<file path="config.mk">
export PLATFORM = sky130hd
export DESIGN_NAME = asi_rx_slot_and_rate_config
export DESIGN_NICKNAME = d
export VERILOG_FILES = /design/src/hdl/asi_cfg_pkg.sv /design/src/hdl/asi_rx_slot_and_rate_config.sv /design/src/hdl/rx_ch8_slot_capture.sv
export SDC_FILE = /design/constraint.sdc
export NUM_CORES = 1
export LEC_CHECK = 0
export ABC_AREA = 1
export BUFFER_PORTS_ARGS = -buffer_cell sky130_fd_sc_hd__buf_2
export CORE_ASPECT_RATIO = 1.1
export CORE_UTILIZATION = 40
export CTS_CLUSTER_DIAMETER = 80
export CTS_CLUSTER_SIZE = 24
export DETAILED_ROUTE_END_ITERATION = 8
export PLACE_DENSITY = 0.7
export SLEW_MARGIN = 10
export SYNTH_ARGS = -nofsm -noshare
export SYNTH_HDL_FRONTEND = slang
export SYNTH_SLANG_ARGS = --single-unit
</file>
<file path="constraint.sdc">
create_clock -name sys_clk_in -period 2.3 [get_ports sys_clk_in]
set_input_delay 0.46 -clock sys_clk_in [delete_from_list [all_inputs] [get_ports sys_clk_in]]
set_output_delay 0.46 -clock sys_clk_in [all_outputs]
set_load 0.01 [all_outputs]
</file>
<file path="src/hdl/asi_cfg_pkg.sv">
// constants, types and register layout for the receive channel 8 config block
package asi_cfg_pkg;
   localparam logic [7:0] ADDR_RX_CH8_ROUTING = 8'h2F;
   localparam logic [7:0] ADDR_CLOCK_CONFIG_ZERO = 8'h32;
   localparam logic [7:0] RST_RX_CH8_ROUTING = 8'h07;
   localparam logic [7:0] RST_CLOCK_CONFIG_ZERO = 8'h00;
   localparam int RESERVED_BIT = 7;
   localparam int SRC_MSB = 6;
   localparam int SRC_LSB = 5;
   localparam int SLOT_MSB = 4;
   localparam int SLOT_LSB = 0;
   localparam int RATE_MSB = 7;
   localparam int RATE_LSB = 2;
   localparam int TOL_BIT = 1;
   localparam int CUSTOM_BIT = 0;
   localparam logic [5:0] RATE_AUTO = 6'h00;
   localparam logic [5:0] RATE_LAST = 6'h28;
   localparam logic [4:0] HALF_SLOTS = 5'h10;
   localparam int FRAME_SLOTS = 32;

   typedef enum logic [1:0] {
      SRC_OFF = 2'h0,
      SRC_PLAYBACK = 2'h1,
      SRC_LOOPBACK = 2'h2,
      SRC_LINK = 2'h3
   } src_t;

   typedef enum logic [1:0] {
      FMT_TDM = 2'h0,
      FMT_I2S = 2'h1,
      FMT_LJ = 2'h2
   } fmt_t;

   // one register access from the control interface
   typedef struct packed {
      logic wr;
      logic rd;
      logic [7:0] addr;
      logic [7:0] wdata;
   } reg_req_t;

   // routing for channel 8 as applied to the frame
   typedef struct packed {
      src_t src;
      logic [4:0] slot;
   } route_t;

   // rate and clock selection summary
   typedef struct packed {
      logic auto_rate;
      logic tol_wide;
      logic custom_clk;
      logic bad_code;
      logic [5:0] code;
   } rate_t;
endpackage

</file>
<file path="src/hdl/asi_rx_slot_and_rate_config.sv">
// register file and frame-aligned routing for receive channel 8 and rate
`timescale 1ns/1ps

// Notes on behaviour
// - bit 7 of routing register reads zero; only zero may be written
// - source field bits 6-5 resets 0; 0 disables, 1 feeds playback ch8
// - source 2 treats channel 8 as recording channel 4 loopback
// - source 3 treats channel 8 as interchip link device 3 data
// - slot field bits 4-0 resets 7; TDM uses it as slot 0-31
// - I2S/LJ: 0-15 pick left slots, 16-31 pick right slots 0-15
// - rate code bits 7-2 resets 0; zero means automatic rate detect
// - codes 1-40 fix rates 768000 down to 3000 Hz; 41-63 reserved
// - in auto mode bit 1 selects 1% or 5% tolerance
// - bit 0 clear means auto clocking, set means software programs clocks
module asi_rx_slot_and_rate_config import asi_cfg_pkg::*; #(
   parameter int WORD_W = 32
) (
   input wire logic sys_clk_in,
   input wire logic rst_b_in,
   input wire reg_req_t reg_req_in,
   output logic [7:0] reg_rdata_out,
   input wire fmt_t fmt_in,
   input wire logic frame_start_in,
   input wire logic slot_valid_in,
   input wire logic right_half_in,
   input wire logic [4:0] slot_num_in,
   input wire logic [WORD_W-1:0] slot_data_in,
   output logic [WORD_W-1:0] sample_out,
   output logic [3:0] sample_dest_out,
   output logic sample_valid_out,
   output rate_t rate_out,
   output logic auto_clk_out
);
   logic [7:0] routing;
   logic [7:0] clk_cfg;
   logic [7:0] next_routing;
   logic [7:0] next_clk_cfg;
   logic [7:0] next_rdata;
   route_t active_route;
   route_t next_active_route;
   rate_t next_rate;
   logic next_auto_clk;
   logic [19:0] nominal_hz;
   logic [19:0] floor_hz;

   // nominal frame rate in Hz for each fixed code; zero marks reserved codes
   function automatic logic [19:0] rate_nominal(input logic [5:0] c);
      logic [19:0] r;
      r = 20'h00000;
      case (c)
         6'h01: begin
            r = 20'hBB800;
         end
         6'h02: begin
            r = 20'h96000;
         end
         6'h03: begin
            r = 20'h7D000;
         end
         6'h04: begin
            r = 20'h6B249;
         end
         6'h05: begin
            r = 20'h5DC00;
         end
         6'h06: begin
            r = 20'h53555;
         end
         6'h07: begin
            r = 20'h4B000;
         end
         6'h08: begin
            r = 20'h3E800;
         end
         6'h09: begin
            r = 20'h35925;
         end
         6'h0A: begin
            r = 20'h2EE00;
         end
         6'h0B: begin
            r = 20'h29AAB;
         end
         6'h0C: begin
            r = 20'h25800;
         end
         6'h0D: begin
            r = 20'h1F400;
         end
         6'h0E: begin
            r = 20'h1AC92;
         end
         6'h0F: begin
            r = 20'h17700;
         end
         6'h10: begin
            r = 20'h14D55;
         end
         6'h11: begin
            r = 20'h12C00;
         end
         6'h12: begin
            r = 20'h0FA00;
         end
         6'h13: begin
            r = 20'h0D649;
         end
         6'h14: begin
            r = 20'h0BB80;
         end
         6'h15: begin
            r = 20'h0A6AB;
         end
         6'h16: begin
            r = 20'h09600;
         end
         6'h17: begin
            r = 20'h07D00;
         end
         6'h18: begin
            r = 20'h06B25;
         end
         6'h19: begin
            r = 20'h05DC0;
         end
         6'h1A: begin
            r = 20'h05355;
         end
         6'h1B: begin
            r = 20'h04B00;
         end
         6'h1C: begin
            r = 20'h03E80;
         end
         6'h1D: begin
            r = 20'h03592;
         end
         6'h1E: begin
            r = 20'h02EE0;
         end
         6'h1F: begin
            r = 20'h029AB;
         end
         6'h20: begin
            r = 20'h02580;
         end
         6'h21: begin
            r = 20'h01F40;
         end
         6'h22: begin
            r = 20'h01AC9;
         end
         6'h23: begin
            r = 20'h01770;
         end
         6'h24: begin
            r = 20'h014D5;
         end
         6'h25: begin
            r = 20'h012C0;
         end
         6'h26: begin
            r = 20'h00FA0;
         end
         6'h27: begin
            r = 20'h00D65;
         end
         6'h28: begin
            r = 20'h00BB8;
         end
         default: r = 20'h00000;
      endcase
      return r;
   endfunction

   // lowest accepted rate in Hz for each fixed code; reserved codes give zero
   function automatic logic [19:0] rate_floor(input logic [5:0] c);
      logic [19:0] r;
      r = 20'h00000;
      case (c)
         6'h01: r = 20'hA3A70;
         6'h02: r = 20'h82EC0;
         6'h03: r = 20'h6D1A0;
         6'h04: r = 20'h5D840;
         6'h05: r = 20'h51D38;
         6'h06: r = 20'h48BC0;
         6'h07: r = 20'h41760;
         6'h08: r = 20'h368D0;
         6'h09: r = 20'h2EC20;
         6'h0A: r = 20'h28E9C;
         6'h0B: r = 20'h245E0;
         6'h0C: r = 20'h20BB0;
         6'h0D: r = 20'h1B468;
         6'h0E: r = 20'h17610;
         6'h0F: r = 20'h1474E;
         6'h10: r = 20'h122F0;
         6'h11: r = 20'h105D8;
         6'h12: r = 20'h0DA34;
         6'h13: r = 20'h0BB08;
         6'h14: r = 20'h0A3A7;
         6'h15: r = 20'h09178;
         6'h16: r = 20'h082EC;
         6'h17: r = 20'h06D1A;
         6'h18: r = 20'h05D84;
         6'h19: r = 20'h051D3;
         6'h1A: r = 20'h048BC;
         6'h1B: r = 20'h04176;
         6'h1C: r = 20'h0368D;
         6'h1D: r = 20'h02EC2;
         6'h1E: r = 20'h028E9;
         6'h1F: r = 20'h0245E;
         6'h20: r = 20'h020BB;
         6'h21: r = 20'h01B46;
         6'h22: r = 20'h01761;
         6'h23: r = 20'h01474;
         6'h24: r = 20'h0122F;
         6'h25: r = 20'h0105D;
         6'h26: r = 20'h00DA3;
         6'h27: r = 20'h00BB0;
         6'h28: r = 20'h00A3A;
         default: r = 20'h00000;
      endcase
      return r;
   endfunction

   // register writes; reserved bit is forced to zero on store
   always_comb begin
      next_routing = routing;
      next_clk_cfg = clk_cfg;
      if (reg_req_in.wr) begin
         case (reg_req_in.addr)
            ADDR_RX_CH8_ROUTING: begin
               next_routing = reg_req_in.wdata;
               next_routing[RESERVED_BIT] = 1'b0;
            end
            ADDR_CLOCK_CONFIG_ZERO: next_clk_cfg = reg_req_in.wdata;
            default: next_routing = routing;
         endcase
      end
   end

   // read data registered; unmapped addresses read zero
   always_comb begin
      next_rdata = reg_rdata_out;
      if (reg_req_in.rd) begin
         case (reg_req_in.addr)
            ADDR_RX_CH8_ROUTING: next_rdata = {1'b0, routing[6:0]};
            ADDR_CLOCK_CONFIG_ZERO: next_rdata = clk_cfg;
            default: next_rdata = 8'h00;
         endcase
      end
   end

   always_ff @(posedge sys_clk_in or negedge rst_b_in) begin
      if (!rst_b_in) begin
         routing <= RST_RX_CH8_ROUTING;
         clk_cfg <= RST_CLOCK_CONFIG_ZERO;
         reg_rdata_out <= 8'h00;
      end else begin
         routing <= next_routing;
         clk_cfg <= next_clk_cfg;
         reg_rdata_out <= next_rdata;
      end
   end

   // shadow copy: a mid-frame write would split a sample across two slots
   always_comb begin
      next_active_route = active_route;
      if (frame_start_in) begin
         next_active_route.src = src_t'(routing[SRC_MSB:SRC_LSB]);
         next_active_route.slot = routing[SLOT_MSB:SLOT_LSB];
      end
   end

   always_ff @(posedge sys_clk_in or negedge rst_b_in) begin
      if (!rst_b_in) begin
         active_route <= route_t'(7'h07);
      end else begin
         active_route <= next_active_route;
      end
   end

   // rate decode; reserved codes flagged rather than silently used
   always_comb begin
      next_rate.code = clk_cfg[RATE_MSB:RATE_LSB];
      nominal_hz = rate_nominal(next_rate.code);
      floor_hz = rate_floor(next_rate.code);
      next_rate.auto_rate = (next_rate.code == RATE_AUTO);
      // a fixed code must name a rate above its floor; reserved ones do not
      next_rate.bad_code = !next_rate.auto_rate &&
         (next_rate.code > RATE_LAST || floor_hz >= nominal_hz);
      // tolerance only matters while detecting automatically
      next_rate.tol_wide = next_rate.auto_rate && clk_cfg[TOL_BIT];
      next_rate.custom_clk = clk_cfg[CUSTOM_BIT];
      next_auto_clk = !clk_cfg[CUSTOM_BIT];
   end

   always_ff @(posedge sys_clk_in or negedge rst_b_in) begin
      if (!rst_b_in) begin
         rate_out <= '0;
         auto_clk_out <= 1'b1;
      end else begin
         rate_out <= next_rate;
         auto_clk_out <= next_auto_clk;
      end
   end

   rx_ch8_slot_capture #(
      .WORD_W(WORD_W)
   ) u_capture (
      .sys_clk_in(sys_clk_in),
      .rst_b_in(rst_b_in),
      .route_in(active_route),
      .fmt_in(fmt_in),
      .slot_valid_in(slot_valid_in),
      .right_half_in(right_half_in),
      .slot_num_in(slot_num_in),
      .slot_data_in(slot_data_in),
      .sample_out(sample_out),
      .sample_dest_out(sample_dest_out),
      .sample_valid_out(sample_valid_out)
   );
endmodule

</file>
<file path="src/hdl/rx_ch8_slot_capture.sv">
// slot matcher that captures the channel 8 sample from the serial frame
`timescale 1ns/1ps
module rx_ch8_slot_capture import asi_cfg_pkg::*; #(
   parameter int WORD_W = 32
) (
   input wire logic sys_clk_in,
   input wire logic rst_b_in,
   input wire route_t route_in,
   input wire fmt_t fmt_in,
   input wire logic slot_valid_in,
   input wire logic right_half_in,
   input wire logic [4:0] slot_num_in,
   input wire logic [WORD_W-1:0] slot_data_in,
   output logic [WORD_W-1:0] sample_out,
   output logic [3:0] sample_dest_out,
   output logic sample_valid_out
);
   logic [WORD_W-1:0] next_sample;
   logic [3:0] next_dest;
   logic next_valid;
   logic hit;

   // true when the incoming slot is the one channel 8 listens to
   function automatic logic slot_match(input route_t r, input fmt_t f,
         input logic rh, input logic [4:0] n);
      logic m;
      m = 1'b0;
      if (f == FMT_TDM) begin
         m = (n == r.slot);
      end else begin
         // left/right halves each carry 16 slots
         m = (rh == (r.slot >= HALF_SLOTS)) && (n[3:0] == r.slot[3:0]);
      end
      return m;
   endfunction

   // destination one-hot: playback, loopback, link; off captures nothing
   always_comb begin
      hit = slot_valid_in && slot_match(route_in, fmt_in, right_half_in,
         slot_num_in);
      next_sample = sample_out;
      next_dest = sample_dest_out;
      next_valid = 1'b0;
      if (hit && route_in.src != SRC_OFF) begin
         next_sample = slot_data_in;
         next_valid = 1'b1;
         case (route_in.src)
            SRC_PLAYBACK: next_dest = 4'h1;
            SRC_LOOPBACK: next_dest = 4'h2;
            SRC_LINK: next_dest = 4'h4;
            default: next_dest = 4'h0;
         endcase
      end
   end

   always_ff @(posedge sys_clk_in or negedge rst_b_in) begin
      if (!rst_b_in) begin
         sample_out <= '0;
         sample_dest_out <= 4'h0;
         sample_valid_out <= 1'b0;
      end else begin
         sample_out <= next_sample;
         sample_dest_out <= next_dest;
         sample_valid_out <= next_valid;
      end
   end
endmodule

</file>
==> flow_summary.toml, run 1 <==
[run_status]
outcome = "complete, but fails checks"
violations = "setup timing"

[cells_and_area]
diodes = 0
stdcell_area_sq_mm = 0.00766
final_nets = 1030
areaGrowthSynthToFinish_pct = 51.6
fin_cells = 1101
register_area_sq_mm = 0.00194
fillers = 1099
multi_input_area_sq_mm = 0.00318
drive_above_1_share = 0.404

[cts]
clk_latency_ns = 0.34
cts_tree = "built"
clkSlewWorstSetupHoldPaths_ns = 0.07
cts_inserted_buffers = 9
cts_hold_buf = 0
cts.sinks = 77
clk_path_buf_depth = 2
ctsHtreeMaxLevel = 3
cts-root-buf = "clkbuf_16"

[critical_path]
required_ns = 2.50
worstSetupPathType = "register to register"
critPathLaunchType = "register"
arrival_ns = 2.67
crit_fanout = 6
worstSetupEndpointType = "register"

[floorplan]
core_sq_mm = 0.0122
die_h_um = 120
die-area_sq_mm = 0.0131
io_pins = 118
die_width_um = 109
start_util = 0.414
rows = 42

[timing]
tightest_slew_ns = 0.570
setup_viol = 1
slew_headroom = 0.618
finalHoldViolCount = 0
rsz0062_at_grt = "true"
clock.fmax_ghz = 0.406
fin_crit_sh = 1.07
fin_ws_ns = -0.161
period_minus_slack_ns = 2.46
final_max_slew_viol_count = 0
clock_skew_ns = 0.0100

[detailed_routing]
routed_wl_um = 19700
drcViolationCount = 0
drt-initial-drc-count = 700
routed-via-count = 5952
wl_per_cell_um = 17.9
postRouteAntennaNets = 0
vias_per_cell = 5.41
dr.pass1.iters = 5

[global_route]
antenna_found_initial = 0
grt_pass1_vias = 5621
overflow = 0
grt_pass1_wl_um = 29600
grt_max_degree = 43
grt.total_usage = 0.300

[pwr]
combPwrFrac = 0.243
intPower_w = 0.00272
seq_power_share = 0.374
p_sw_frac = 0.305
vdd_drop_max_mv = 0.376
power.leakage_nw = 4.03
p_per_area_mw_per_mm2 = 512
power.share.clock = 0.383
switchingPower_w = 0.00119

[yosys]
synthesis.nets = 795
synth.most_common_cell = "nand2_1"
async_reset_ff_frac = 1.00
yosysWarningCount = 0
synth-edff-count = 0
syn_avg_cell_area_sq_um = 7.14
ys_types = 44
ys.flop_type = "dfrtp_1"
seq_area_frac_synth = 0.383
yosys-top-cells-count = "nand2_1 (226), o21ai_0 (79), dfrtp_1 (70), nor2_1 (59), inv_1 (56)"
synth-seq-cells = 77
netlist.area_leader.share = 0.347
postSynthCellCount = 707
synth_area_leader_cell = "dfrtp_1"
synth_area_leaders = "dfrtp_1 (35%), nand2_1 (17%), o21ai_0 (7.8%), ha_1 (6.4%), nor2_1 (4.4%)"
syn_area_sq_mm = 0.00505

[place]
place_area_sq_mm = 0.00667
dp_slack_ns = -0.321
place.gp.congestion = 0.994
port_buffers = 116
dp_cells = 1070
dpl.hpwl_um = 14700

[flow_run]
cap_violations = 0

[min_path]
hold_class = "primary input to async pin"
-- per-layer routing --
layer	part of all wire	routed length, um	track usage
met2	0.45	8880	0.479
met5	0	0	0
met1	0.41	8040	0.380
met3	0.080	1580	0.0500
met4	0.059	1150	0.166
-- cell type report --
class	instances	share of cell area
multi-input combinational	540	0.415
sequential	77	0.253
timing repair buffer	256	0.235
clock buffer	10	0.0312
inverter	58	0.0304
tap	154	0.0252
clock inverter	6	0.00980
-- power groups by stage --
stage	clock [W]	sequential, W	combinational [W]
final	0.00150	0.00147	0.000952
after global routing	0.00159	0.00147	0.00103
after CTS	0.00153	0.00146	0.000845
after detailed placement	0	0.00149	0.000797
after global placement	0	0.00148	0.000807
after floorplan	0	0.00151	0.000350
-- flip-flops by register name (all words and copies together), names as in the netlist --
register	cells
reg_rdata_out	8
u_capture.sample_dest_out	3
auto_clk_out	1
routing	7
rate_out	10
active_route	7
clk_cfg	8
u_capture.sample_valid_out	1
u_capture.sample_out	32
-- repair_timing --
action                     4_1_cts  5_1_grt
cloned                           0        1
gates resized for setup         58       94
setup endpoints to repair        1        1
pin swaps                       14       47
buffers inserted                 6        8
-- worst max-delay path, cell delays in order (launching register included) --
cell	delay (ns)
dfrtp_2	0.41
clkinv_4	0.11
ha_4	0.29
nand2_4	0.08
nand2_2	0.06
buf_4	0.14
o22ai_2	0.15
nand2_1	0.08
nand2_2	0.09
nor2_1	0.07
ha_1	0.30
nand2_2	0.09
inv_2	0.04
nand2_1	0.06
nand2_1	0.05
nand2_1	0.06
nand2_1	0.05
nand2_1	0.05
nand2_1	0.04
inv_1	0.06
a21oi_2	0.05
-- cells by family (layout without fill, tap and decap cells) --
family | count (synthesis) | after routing | share of synthesized area
buffers and inverters | 90 | 330 | 0.0783
adders and majority gates | 26 | 26 | 0.0644
DFF | 77 | 77 | 0.383
AOI/OAI and AO/OA | 169 | 169 | 0.188
and+or+nand+nor | 342 | 342 | 0.278
other | 1 | 1 | 0.000742
xor gates and xnor gates | 2 | 2 | 0.00718
-- per-stage QoR --
stage	TNS, ns	total power (W)	util	hold WS [ns]
after floorplan	0	0.00186	-	0.164
after global routing	-0.265	0.00410	0.628	0.132
after CTS	-0.0791	0.00384	0.592	0.110
final	-0.161	0.00392	0.628	0.103
after detailed placement	-0.321	0.00229	0.547	0.410
after global placement	-0.285	0.00229	0.547	0.414
-- worst paths after layout --
kind | from | endpoint | slack (ns) | cells after the start
worst max-delay path | clk_cfg[3]$_DFFE_PN0P_ | rate_out[6]$_DFF_PN0_ | -0.16 | 20
worst min-delay path | rst_b_in | u_capture.sample_out[0]$_DFFE_PN0P_ | 0.10 | 1
worst max register to register | clk_cfg[3]$_DFFE_PN0P_ | rate_out[6]$_DFF_PN0_ | -0.16 | 20
worst min register to register | clk_cfg[0]$_DFFE_PN0P_ | rate_out[7]$_DFF_PN0_ | 0.43 | 0
max in group asynchronous | rst_b_in | routing[2]$_DFFE_PN1P_ | 1.59 | 2
min in group sys_clk_in | slot_data_in[0] | u_capture.sample_out[0]$_DFFE_PN0P_ | 0.33 | 3
-- layout by cell type (no fill, tap or decap), types with 4 or more instances in the layout --
master	n
buf_12	7
buf_6	13
nor2_1	49
buf_2	115
a211oi_1	6
o21ai_0	60
nand2_2	28
ha_1	14
clkbuf_16	10
a21oi_1	31
inv_2	4
nor2_2	8
nand2_1	197
o21ai_1	19
nor2_4	5
inv_1	50
ha_4	12
dfstp_2	7
a31oi_1	9
nand3_1	35
a21oi_2	9
buf_4	118
nor3_1	5
nand2_4	8
dfrtp_1	68
o21ai_2	7
Power figures use the tool's default switching activity.
==> run 2: changes to the inputs <==
--- a/config.mk
+++ b/config.mk
@@ -12,6 +12,7 @@
 export CTS_CLUSTER_DIAMETER = 80
 export CTS_CLUSTER_SIZE = 24
 export DETAILED_ROUTE_END_ITERATION = 8
+export GPL_ROUTABILITY_DRIVEN = 0
 export PLACE_DENSITY = 0.7
 export SLEW_MARGIN = 10
 export SYNTH_ARGS = -nofsm -noshare
==> constraint.sdc (replaced) <==
create_clock -name sys_clk_in -period 2 [get_ports sys_clk_in]
set_input_delay 0.4 -clock sys_clk_in [delete_from_list [all_inputs] [get_ports sys_clk_in]]
set_output_delay 0.4 -clock sys_clk_in [all_outputs]
set_load 0.01 [all_outputs]
==> run 2 against run 1 <==
Compared with the run above: largest power group unchanged; fmax is 1.1% higher; via count increased by 1.5%; critical endpoint unchanged; the run still ends with setup timing left; sequential power increased by 15%.
==> flow_summary.toml, run 2 (synthesized netlist as in run 1, its figures left out) <==
[timing]
period_minus_slack_ns = 2.43
slew_headroom = 0.643
fin_ws_ns = -0.434
clock.fmax_ghz = 0.411
fin_setup_tns_ns = -0.434
finalHoldViolCount = 0
fin_crit_sh = 1.22
tightest_slew_ns = 0.535
clock_skew_ns = 0.00775
rsz0062_at_grt = "true"
final_max_slew_viol_count = 0
setup_viol = 1

[global_route]
grt_max_degree = 45
grt_pass1_vias = 5631
antenna_found_initial = 0
overflow = 0
grt_pass1_wl_um = 28200
grt.total_usage = 0.279

[critical_path]
cp_top_family = "adder cells"
crit_top_cell = "nand2_1"
critPathSlowestCell = "dfrtp_2"
critical_path_buf_inv_count = 2
critPathLaunchType = "register"
required_ns = 2.22
cp_cell_sequence = "clkinv_4 > ha_4 > nand2_4 > nand2_2 > o21ai_1 > a221oi_2 > ha_1 > nand2_1 > nand2_1 > nand2_1 > a21oi_2 > nor2_1 > nand2_1 > inv_2 > a21oi_2"
arrival_ns = 2.65
ff2ff_setup_slack_ns = -0.43
worstSetupPathType = "register to register"
crit_fanout = 6
timing.rr.start = "clk_cfg[3]$_DFFE_PN0P_"
worstSetupEndpointType = "register"
crit_path_start = "clk_cfg[3]$_DFFE_PN0P_"
critical_path.max_stage_delay_ns = 0.43

[cts]
cts_hold_buf = 0
ctsHtreeMaxLevel = 3
cts_tree = "built"
cts.sinks = 77
clkSlewWorstSetupHoldPaths_ns = 0.06
clk_path_buf_depth = 2
clk_latency_ns = 0.33
cts_inserted_buffers = 9
cts-root-buf = "clkbuf_16"

[floorplan]
die-area_sq_mm = 0.0131
io_pins = 118
rows = 42
start_util = 0.414
die_width_um = 109
core_sq_mm = 0.0122
die_h_um = 120

[cells_and_area]
final_common_cell = "nand2_1"
areaGrowthSynthToFinish_pct = 49.1
fin_cells = 1093
largest_reg_flops = 32
fin_util = 0.618
largest-register = "u_capture.sample_out"
largest_registers = "u_capture.sample_out x32, rate_out x10"
diodes = 0
layout_common_cells = "nand2_1 (201), buf_4 (124), buf_2 (116), dfrtp_1 (67), o21ai_0 (62)"
final_nets = 1022
drive_above_1_share = 0.397

[pwr]
vdd_drop_max_mv = 0.593
power.leakage_nw = 3.99
p_sw_frac = 0.272
power.share.clock = 0.419
switchingPower_w = 0.00128
combPwrFrac = 0.222
seq_power_share = 0.360
p_per_area_mw_per_mm2 = 625
intPower_w = 0.00342

[min_path]
hold_class = "primary input to async pin"

[place]
dp_cells = 1066
dpl.hpwl_um = 13100
port_buffers = 116

[flow_run]
cap_violations = 0

[detailed_routing]
wl_per_cell_um = 16.7
drcViolationCount = 0
drt-initial-drc-count = 936
dr.pass1.iters = 9
postRouteAntennaNets = 0
routed-via-count = 6041
vias_per_cell = 5.53
routed_wl_um = 18300

[run_status]
violations = "setup timing"
outcome = "complete, but fails checks"
run 2: final cells by class:
cell class | count | area, sq um
clock inverter | 6 | 136
timing repair buffer | 248 | 1650
tap | 154 | 193
inverter | 58 | 238
fill | 1008 | 4660
clock buffer | 10 | 229
sequential | 77 | 1940
multi-input combinational | 540 | 3150
run 2: through the flow:
step | power, W | instance area, sq um | setup WS, ns | hold slack [ns]
2_1_floorplan | 0.00215 | 5110 | -0.210 | 0.104
3_3_place_gp | 0.00260 | 6660 | -0.443 | 0.410
3_5_place_dp | 0.00260 | 6660 | -0.428 | 0.417
4_1_cts | 0.00467 | 7370 | -0.273 | 0.0597
5_1_grt | 0.00491 | 7530 | -0.545 | 0.0753
6_report | 0.00471 | 7530 | -0.434 | 0.0432
run 2: final timing paths:
kind | endpoint | depth (start not counted)
max | rate_out[6]$_DFF_PN0_ | 15
max reg2reg | rate_out[6]$_DFF_PN0_ | 15
min reg2reg | rate_out[7]$_DFF_PN0_ | 0
min in group sys_clk_in | u_capture.sample_out[3]$_DFFE_PN0P_ | 3
min | u_capture.sample_out[9]$_DFFE_PN0P_ | 1
max in group asynchronous | u_capture.sample_out[29]$_DFFE_PN0P_ | 2
run 2: per-layer routing:
metal / track usage / vias to the layer above / part of all wire
li1: - / 2796 / -
met1: 0.337 / 2668 / 0.38
met2: 0.441 / 442 / 0.44
met3: 0.0744 / 135 / 0.12
met4: 0.162 / 0 / 0.063
met5: 0 / - / 0
run 2: timing repair:
item / in CTS / in global routing
cloned: 1 / 0
pin swaps: 30 / 23
resized for setup: 79 / 37
setup endpoints to repair: 1 / 1
buffers inserted: 6 / 4
run 2: power groups by stage:
stage,Clock [W],Combinational [W],Sequential (W)
2_1_floorplan,0,0.000414,0.00174
3_3_place_gp,0,0.000886,0.00171
3_5_place_dp,0,0.000886,0.00172
4_1_cts,0.00201,0.000965,0.00169
5_1_grt,0.00208,0.00113,0.00170
6_report,0.00197,0.00104,0.00169
run 2: worst register-to-register path: cells and delay by family (launching register included):
family / cells / cell delay [ns]
adders and majority gates: 2 / 0.63
DFF: 1 / 0.43
AOI/OAI and AO/OA: 4 / 0.47
and+or+nand+nor: 7 / 0.62
buffers and inverters: 2 / 0.16
